$ cat config.mk
export PLATFORM = sky130hd
export DESIGN_NAME = gesl_guest_exit_status_logic
export DESIGN_NICKNAME = d
export VERILOG_FILES = /design/src/gesl_pkg.sv /design/src/gesl_guest_exit_status_logic.sv
export VERILOG_INCLUDE_DIRS = /design/src
export SDC_FILE = /design/constraint.sdc
export NUM_CORES = 1
export LEC_CHECK = 0
export ABC_CLOCK_PERIOD_IN_PS = 1600
export BUFFER_PORTS_ARGS = -buffer_cell sky130_fd_sc_hd__buf_2
export CORE_AREA = 2 2 142 144
export CTS_BUF_LIST = sky130_fd_sc_hd__clkbuf_16
export DETAILED_ROUTE_END_ITERATION = 6
export DIE_AREA = 0 0 144 146
export PLACE_DENSITY_LB_ADDON = 0.1
export SYNTH_ARGS = -nofsm -noshare
export SYNTH_HDL_FRONTEND = slang
export SYNTH_SLANG_ARGS = --single-unit
$ cat constraint.sdc
create_clock -name mclk_i -period 1.6 [get_ports mclk_i]
set_input_delay 0.16 -clock mclk_i [delete_from_list [all_inputs] [get_ports mclk_i]]
set_output_delay 0.16 -clock mclk_i [all_outputs]
set_load 0.01 [all_outputs]
$ cat src/gesl_params.svh
`ifndef GESL_PARAMS_SVH
`define GESL_PARAMS_SVH
`define GESL_STATUS_ADDR      32'hc0010131
`define GESL_EN_BASE_BIT      1
`define GESL_EN_REGENC_BIT    2
`define GESL_EN_FORCE_BIT     5
`define GESL_PF_RSVD_BIT      3
`define GESL_EX_NPF           12'h400
`define GESL_EX_CALL          12'h403
`define GESL_EX_INVALID       3'd1
`define GESL_EX_BUSY          3'd2
`define GESL_EX_IDLE          3'd3
`define GESL_EX_PMC           3'd4
`define GESL_STATUS_RESET     64'h0
`endif

$ cat src/gesl_pkg.sv
package gesl_pkg;
	typedef enum logic [1:0]
	{
		GESL_HOST  = 2'b00,
		GESL_GUEST = 2'b01,
		GESL_EXIT  = 2'b11
	} gesl_state_t;
endpackage

$ cat src/gesl_guest_exit_status_logic.sv
`timescale 1ns/100ps
`include "gesl_params.svh"
module gesl_guest_exit_status_logic #(
	parameter int ADDR_W = 52
)(
	input  wire logic              mclk_i,
	input  wire logic              reset_i,
	input  wire logic              entry_i,
	input  wire logic [7:0]        enable_word_i,
	input  wire logic              branch_rec_virt_i,
	input  wire logic [21:0]       feature_vector_i,
	input  wire logic              status_rd_i,
	input  wire logic [31:0]       status_addr_i,
	output logic      [63:0]       status_rdata_o,
	output logic                   status_hit_o,
	input  wire logic              exit_req_i,
	input  wire logic [11:0]       exit_code_i,
	input  wire logic              exit_neg_i,
	input  wire logic [2:0]        exit_neg_code_i,
	input  wire logic              intercept_i,
	input  wire logic [31:0]       fault_code_field_i,
	input  wire logic              mem_c_bit_i,
	input  wire logic [ADDR_W-1:0] mem_gpa_i,
	input  wire logic [5:0]        c_bit_pos_i,
	output logic                   mem_c_bit_o,
	output logic      [ADDR_W-1:0] nested_gpa_o,
	output logic                   automatic_exit_o,
	output logic                   guest_comm_exception_o,
	output logic      [63:0]       exit_reason_field_o,
	output logic                   rip_advance_o,
	output logic                   save_regs_o,
	output logic                   restore_regs_o,
	output logic                   insn_bytes_we_o,
	output logic                   config_error_o
);
	gesl_pkg::gesl_state_t state_q, state_d;
	logic [63:0] status_q, status_d;
	logic        force_q, force_d;
	logic        regenc_q, regenc_d;
	logic        ae_q, ae_d, vc_q, vc_d, adv_q, adv_d, sv_q, sv_d;
	logic        rs_q, rs_d;
	logic [63:0] code_q, code_d;
	logic        is_ae, is_adv;
	logic [63:0] feat_map;

	// Feature mirror built once per bit; gaps stay zero
	always_comb
	begin
		feat_map = `GESL_STATUS_RESET;
		feat_map[0] = enable_word_i[`GESL_EN_BASE_BIT];
		feat_map[1] = enable_word_i[`GESL_EN_REGENC_BIT];
		feat_map[14:2] = feature_vector_i[12:0];
		feat_map[18:16] = feature_vector_i[16:14];
		feat_map[23] = feature_vector_i[21];
	end

	// Exit classification
	always_comb
	begin
		is_ae = 1'b0;
		is_adv = 1'b0;
		if (exit_neg_i)
			is_ae = 1'b1;
		else
		begin
			case (exit_code_i)
				12'h052, 12'h060, 12'h061, 12'h062, 12'h063, 12'h064,
				12'h07f, 12'h0a5:
					is_ae = 1'b1;
				12'h077, 12'h078, 12'h08f, 12'h0a6, `GESL_EX_CALL:
				begin
					is_ae = 1'b1;
					is_adv = 1'b1;
				end
				`GESL_EX_NPF:
					is_ae = !fault_code_field_i[`GESL_PF_RSVD_BIT];
				default:
					if (exit_code_i[11:4] == 8'h09)
					begin
						is_ae = 1'b1;
						is_adv = 1'b1;
					end
			endcase
		end
	end

	always_comb
	begin
		state_d = state_q;
		status_d = status_q;
		force_d = force_q;
		regenc_d = regenc_q;
		ae_d = 1'b0;
		vc_d = 1'b0;
		adv_d = 1'b0;
		sv_d = 1'b0;
		rs_d = 1'b0;
		code_d = code_q;
		case (state_q)
			gesl_pkg::GESL_HOST:
				if (entry_i)
				begin
					// Latched only here; no write path exists
					status_d = feat_map;
					regenc_d = enable_word_i[`GESL_EN_REGENC_BIT];
					force_d = enable_word_i[`GESL_EN_FORCE_BIT]
						&& enable_word_i[`GESL_EN_BASE_BIT]
						&& !enable_word_i[`GESL_EN_REGENC_BIT];
					rs_d = enable_word_i[`GESL_EN_REGENC_BIT];
					state_d = gesl_pkg::GESL_GUEST;
				end
			gesl_pkg::GESL_GUEST:
				// Errors bypass intercept; others need it
				if (exit_req_i && (intercept_i || exit_neg_i))
				begin
					if (!regenc_q || is_ae)
					begin
						ae_d = 1'b1;
						adv_d = regenc_q && is_adv;
						sv_d = regenc_q;
						code_d = exit_neg_i
							? -{61'h0, exit_neg_code_i}
							: {52'h0, exit_code_i};
						state_d = gesl_pkg::GESL_EXIT;
					end
					else
					begin
						vc_d = 1'b1;
						code_d = {52'h0, exit_code_i};
					end
				end
			gesl_pkg::GESL_EXIT:
				state_d = gesl_pkg::GESL_HOST;
			default:
				state_d = gesl_pkg::GESL_HOST;
		endcase
	end

	always_ff @(posedge mclk_i)
	begin
		if (reset_i)
		begin
			state_q <= gesl_pkg::GESL_HOST;
			status_q <= `GESL_STATUS_RESET;
			force_q <= 1'b0;
			regenc_q <= 1'b0;
			ae_q <= 1'b0;
			vc_q <= 1'b0;
			adv_q <= 1'b0;
			sv_q <= 1'b0;
			rs_q <= 1'b0;
			code_q <= 64'h0;
		end
		else
		begin
			state_q <= state_d;
			status_q <= status_d;
			force_q <= force_d;
			regenc_q <= regenc_d;
			ae_q <= ae_d;
			vc_q <= vc_d;
			adv_q <= adv_d;
			sv_q <= sv_d;
			rs_q <= rs_d;
			code_q <= code_d;
		end
	end

	// Read port; hit is never gated by intercepts
	assign status_hit_o = status_rd_i
		&& (status_addr_i == `GESL_STATUS_ADDR);
	assign status_rdata_o = status_hit_o ? status_q : 64'h0;

	// Combinational so the memory path sees no extra latency
	assign mem_c_bit_o = force_q ? 1'b1 : mem_c_bit_i;
	always_comb
	begin
		nested_gpa_o = mem_gpa_i;
		nested_gpa_o[c_bit_pos_i] = 1'b0;
	end

	assign automatic_exit_o = ae_q;
	assign guest_comm_exception_o = vc_q;
	assign exit_reason_field_o = code_q;
	assign rip_advance_o = adv_q;
	assign save_regs_o = sv_q;
	assign restore_regs_o = rs_q;
	assign insn_bytes_we_o = ae_q && !regenc_q
		&& (code_q == {52'h0, `GESL_EX_NPF});
	// Flags a mis-programmed entry; hardware does not refuse it
	assign config_error_o = (state_q != gesl_pkg::GESL_HOST) && regenc_q
		&& !(status_q[0] && branch_rec_virt_i);

	a_force_cbit: assert property (@(posedge mclk_i) disable iff (reset_i)
		force_q |-> mem_c_bit_o)
		else $error("forced encryption not applied");
	a_force_cond: assert property (@(posedge mclk_i) disable iff (reset_i)
		force_q |-> status_q[0] && !status_q[1])
		else $error("forced encryption in wrong mode");
	a_npf_rsvd: assert property (@(posedge mclk_i) disable iff (reset_i)
		state_q == gesl_pkg::GESL_GUEST && regenc_q && exit_req_i
		&& intercept_i && !exit_neg_i && exit_code_i == `GESL_EX_NPF
		&& fault_code_field_i[3] |=> guest_comm_exception_o && !automatic_exit_o)
		else $error("reserved nested fault not delivered to guest");
	a_no_bytes: assert property (@(posedge mclk_i) disable iff (reset_i)
		regenc_q |-> !insn_bytes_we_o)
		else $error("instruction bytes written");
	a_status_rsvd: assert property (@(posedge mclk_i) disable iff (reset_i)
		status_q[63:24] == 40'h0 && status_q[22:19] == 4'h0 && !status_q[15])
		else $error("reserved status bit set");
	a_no_icpt: assert property (@(posedge mclk_i) disable iff (reset_i)
		exit_req_i && !intercept_i && !exit_neg_i
		|=> !automatic_exit_o && !guest_comm_exception_o)
		else $error("exit without intercept");
	a_adv_ae: assert property (@(posedge mclk_i) disable iff (reset_i)
		rip_advance_o |-> automatic_exit_o && save_regs_o)
		else $error("advance without automatic exit");
	a_entry_latch: assert property (@(posedge mclk_i) disable iff (reset_i)
		state_q == gesl_pkg::GESL_HOST && entry_i
		|=> status_q[1] == $past(enable_word_i[2]) && restore_regs_o == status_q[1])
		else $error("status not latched at entry");
endmodule

# Word level (Yosys, flattened, before mapping)

Index checks and enable logic that the tools add are counted.

Bits in registers: 92
Input bits: 176
Logic and storage cells: 86

Add/subtract/negate cells: 1
Order comparisons: 2
Eq/ne operators: 21
Mux-type cells: 17
Bitwise gates (word level): 7
Reduce and logical (&&, ||, !) cells: 28

Operators by type and width:

| cell                   | count |
|---|---|
| $mux W64               | 2 |
| $eq A12 B7 Y1 const B  | 9 |
| $eq A64 B11 Y1 const B | 1 |
| $neg A3 Y64            | 1 |
| $and A52 B52 Y52       | 1 |
| $not A52 Y52           | 1 |
| $eq A12 B8 Y1 const B  | 3 |
| $eq A32 B32 Y1 const B | 1 |
| $eq A12 B11 Y1 const B | 2 |
| $mux W24               | 1 |
| $reduce_or A13 Y1      | 1 |
| $logic_and A1 B1 Y1    | 11 |
| $reduce_or A9 Y1       | 1 |
| $eq A8 B4 Y1 const B   | 1 |
| $lt A6 B7 Y1 const B   | 1 |
| $mux W1                | 7 |
| $demux W1 S6           | 1 |
| $ge A6 B1 Y1 const B   | 1 |
| $mux W2                | 3 |
| $ne A2 B2 Y1 const B   | 3 |
| $reduce_or A3 Y1       | 2 |
| $not A1 Y1             | 5 |
| $reduce_or A5 Y1       | 1 |
| $logic_not A1 Y1       | 4 |
| 9 further kinds        | 12 |

# Longest topological paths before layout

Depth in word-level cells: 8
Depth in mapped cells: 7
Gate-level depth less buffers: 6

# Least setup slack after synthesis

Ideal clock, no wire load.

Kind: input port to flip-flop
From: input exit_code_i[0]
To: register adv_q, in the netlist rip_advance_o
Data arrival time: 1528 ps
Slack: -31 ps
Stages: 6
Buffers on the path: 1
Path through: buf_2 or2_1 or4b_1 o211ai_1 o21ai_1 a2111oi_2

Longest elaborated chain between the ends: 7

RTL lines:

| element                               | line                                | source |
|---|---|---|
| from (decl)                           | gesl_guest_exit_status_logic.sv:17  | `input wire logic [11:0] exit_code_i,` |
| $eq A12 B7 Y1 (tied with other cells) | gesl_guest_exit_status_logic.sv:66  | `case (exit_code_i)` |
| $reduce_or A13 Y1 (no source line)    | n/a                                 |  |
| $pmux W1 S2                           | gesl_guest_exit_status_logic.sv:66  |  |
| $mux W1                               | gesl_guest_exit_status_logic.sv:62  | `if (exit_neg_i)` |
| $logic_or A1 B1 Y1                    | gesl_guest_exit_status_logic.sv:116 | `if (!regenc_q \|\| is_ae)` |
| $not A1 Y1 (no source line)           | n/a                                 |  |
| $reduce_or A4 Y1 (no source line)     | n/a                                 |  |
| to (signal assigned)                  | gesl_guest_exit_status_logic.sv:162 | `adv_q <= adv_d;` |
| to (decl)                             | gesl_guest_exit_status_logic.sv:40  | `logic ae_q, ae_d, vc_q, vc_d, adv_q, adv_d, sv_q, sv_d;` |

Several ways; a longest one is shown, not always the timed one.
A chain may end at the register's enable or synchronous reset.

# Worst setup path in the final report

From: input status_addr_i[25]
To: output status_rdata_o[16]

Longest elaborated chain between the ends: 3

RTL lines:

| element                         | line                                | source |
|---|---|---|
| from (decl)                     | gesl_guest_exit_status_logic.sv:13  | `input wire logic [31:0] status_addr_i,` |
| $eq A32 B32 Y1 (no source line) | n/a                                 |  |
| $logic_and A1 B1 Y1             | gesl_guest_exit_status_logic.sv:170 | `assign status_hit_o = status_rd_i` |
| $mux W24                        | gesl_guest_exit_status_logic.sv:172 | `assign status_rdata_o = status_hit_o ? status_q : 64'h0;` |
| to (decl)                       | gesl_guest_exit_status_logic.sv:14  | `output logic [63:0] status_rdata_o,` |

No other way between the ends.

==> results.sh <==
export IMPL_outcome="complete, but fails checks"
export IMPL_violations="negative setup slack"
export IMPL_period_share=1.02
export IMPL_rrSetupSlack_ns=0.18
export IMPL_finalSetupViolations=12
export IMPL_die_h_um=146
export IMPL_mostFrequentLayoutCells="263 x buf_2, 54 x nand2_1, 45 x conb_1"
export IMPL_drt_initial_drc_count=92
export IMPL_yosysSeqAreaShare=0.242
export IMPL_p_per_area_mw_per_mm2=610
export IMPL_clock_skew_ns=0.00718
export IMPL_insertion_delay_ns=0.29
export IMPL_htreeDepth=2
export IMPL_worst_setup_path_end_kind="primary output"
export IMPL_gp_congestion=0.811
export IMPL_port_buffer_count=278
export IMPL_worst_setup_path_start_kind="input pin"
export IMPL_fmax_mhz=613
export IMPL_synth_cell_type_count=52
export IMPL_worst_setup_path_type="in -> out"
export IMPL_reg2regPathDepth=6
export IMPL_drv_slew=0
export IMPL_dieArea_mm2=0.0210
export IMPL_tightest_slew_ns=0.515
export IMPL_numCtsBuffers=5
export IMPL_fill_cells=2156
export IMPL_synth_seq_cells=41
export IMPL_leakage_nw=2.58
export IMPL_arrival_ns=1.47
export IMPL_r2r_end="exit_reason_field_o[7]"
export IMPL_nNetsFinal=869
export IMPL_cts_root_buf="clkbuf_16"
export IMPL_crit_path_end="status_rdata_o[16]"
export IMPL_start_util=0.175
export IMPL_clk_pin_slew_ns=0.07
export IMPL_areaGrowthSynthToFinish_pct=53.8
export IMPL_ios=365
export IMPL_fin_tns_setup_ns=-0.231
export IMPL_grt_start_max_net_pins=28
export IMPL_final_cell_area_mm2=0.00521
export IMPL_async_flop_share=0
export IMPL_grt_pass1_vias=3543
export IMPL_final_hold_viol_count=0
export IMPL_gr_total_overflow=0
export IMPL_startpoint="status_addr_i[25]"
export IMPL_ant_nets=0
export IMPL_synthCells=438
export IMPL_core_mm2=0.0193
export IMPL_cts_sinks=41
export IMPL_max_cap_violations=0
export IMPL_synth_edff_count=0
export IMPL_rsz0062_at_grt="yes"
export IMPL_drive_gt1_frac=0.523
export IMPL_viasPerCell=3.99
export IMPL_crit_fanout=5
export IMPL_track_usage=0.121
export IMPL_final_common_cell="buf_2"
export IMPL_dieWidth_um=144
export IMPL_hold_ws_ns=0.105
export IMPL_routed_wl_um=13700
export IMPL_setup_ws_ns=-0.0311
export IMPL_num_rows=51
export IMPL_wire_per_inst_um=14.3
export IMPL_grt_pass1_wl_um=20100
export IMPL_place_area_mm2=0.00480
export IMPL_avgSynthCellArea_um2=7.73
export IMPL_hp_class="in -> reg"
export IMPL_antenna_found_initial=1
export IMPL_ys_warn_count=0
export IMPL_place_worst_setup_slack_ns=-0.170
export IMPL_cp_required_ns=1.44
export IMPL_vias=3823
export IMPL_netlist_area_mm2=0.00339
export IMPL_tritoncts="done"
export IMPL_relSlewSlack=0.657
export IMPL_dr_pass1_iters=4
export IMPL_peakVddDrop_mv=0.347
export IMPL_post_route_drc_count=0
export IMPL_r2r_start="state_q[0]"
export IMPL_hpwl_um=11200
export IMPL_holdBufCountCts=0
export IMPL_clockBufferDepth=2
export IMPL_synth_flop_cell="dfxtp_1"
export IMPL_period_minus_slack_ns=1.63
sequential cells by signal (all words and copies together) (netlist names):
name / cells
save_regs_o: 1
exit_reason_field_o: 14
restore_regs_o: 1
automatic_exit_o: 1
rip_advance_o: 1
status_q: 19
guest_comm_exception_o: 1
state_q: 2
force_q: 1
how the worst min path moves through the flow:
stage | startpoint | endpoint | slack [ns] | cells after the start
after detailed placement | feature_vector_i[8] | status_q[10] | 0.41 | 3
after global routing | feature_vector_i[4] | status_q[6] | 0.11 | 3
after global placement | feature_vector_i[0] | status_q[2] | 0.40 | 3
after floorplan | reset_i | rip_advance_o | 0.24 | 1
final | feature_vector_i[21] | status_q[23] | 0.11 | 3
after CTS | feature_vector_i[21] | status_q[23] | 0.09 | 3
power breakdown:
group	leakage, nW	total [W]	switching [W]	internal [W]
logic	2.17	0.000887	0.000483	0.000404
registers	0.335	0.00111	0.0000353	0.00107
clock network	0.0800	0.00118	0.000445	0.000739
total	2.58	0.00318	0.000963	0.00222
cells in the mapped netlist, drive strengths merged, types with 4 or more instances:
library cell | count | area (um^2)
dfxtp | 41 | 821
nand4 | 4 | 25.0
nor4b | 5 | 50.0
o21a | 24 | 180
nor3b | 11 | 87.6
nand2 | 54 | 203
buf | 97 | 729
a21oi | 37 | 185
and2 | 23 | 144
clkbuf | 20 | 86.3
nand3b | 7 | 52.6
nor2 | 16 | 60.1
nor4 | 7 | 43.8
a21boi | 27 | 203
o211ai | 5 | 37.5
nor3 | 8 | 40.0
mux2i | 4 | 40.0
cells by family (layout without fill, tap and decap cells):
family / Yosys count / in the layout / share of synthesized area
multiplexers: 4 / 4 / 0.0118
AND/OR/NAND/NOR: 162 / 162 / 0.270
flip-flops: 41 / 41 / 0.242
other: 1 / 46 / 0.00111
AO/OA/AOI/OAI: 108 / 108 / 0.223
buffers and inverters: 120 / 330 / 0.244
adder cells (fa/ha/maj): 2 / 2 / 0.00739
final cells by class:
class | instances | area [um^2] | share of cell area
Antenna cell | 1 | 2.50 | 0.000480
Tap cell | 265 | 332 | 0.0636
Inverter | 3 | 11.3 | 0.00216
Clock inverter | 3 | 46.3 | 0.00889
Clock buffer | 5 | 125 | 0.0240
Multi-Input combinational cell | 321 | 2020 | 0.388
Timing Repair Buffer | 319 | 1850 | 0.355
Sequential cell | 41 | 821 | 0.158
metrics by stage:
step	util	instances	power, W
floorplan	-	482	0.00167
global placement	0.248	948	0.00200
detailed placement	0.248	948	0.00200
CTS	0.261	956	0.00323
global route	0.269	957	0.00336
finish	0.269	958	0.00318
routing by layer:
metal  vias up  part of all wire  track usage  wire, um
met5         -                 0            0         0
met4         0            0.0076       0.0206       105
met3         8             0.074       0.0273      1010
met2       187              0.51        0.224      6970
met1      1735              0.41        0.144      5660
li1       1893                 -            -         -
repair_timing:
| item | 4_1_cts | 5_1_grt |
|---|---|---|
| pin swaps | 6 | 9 |
| setup buffers | 0 | 1 |
| endpoints found under the setup margin | 20 | 26 |
| gates resized for setup | 13 | 33 |
| gates cloned | 0 | 0 |
worst max-delay path, cell delays in order:
cell and delay, ns:
buf_6 0.09, nor4bb_2 0.28, nand4_1 0.13, nor4_2 0.22, buf_4 0.20, buf_12 0.11, and2_4 0.16, buf_6 0.10
Note: power is estimated with default switching activity, not from simulation.
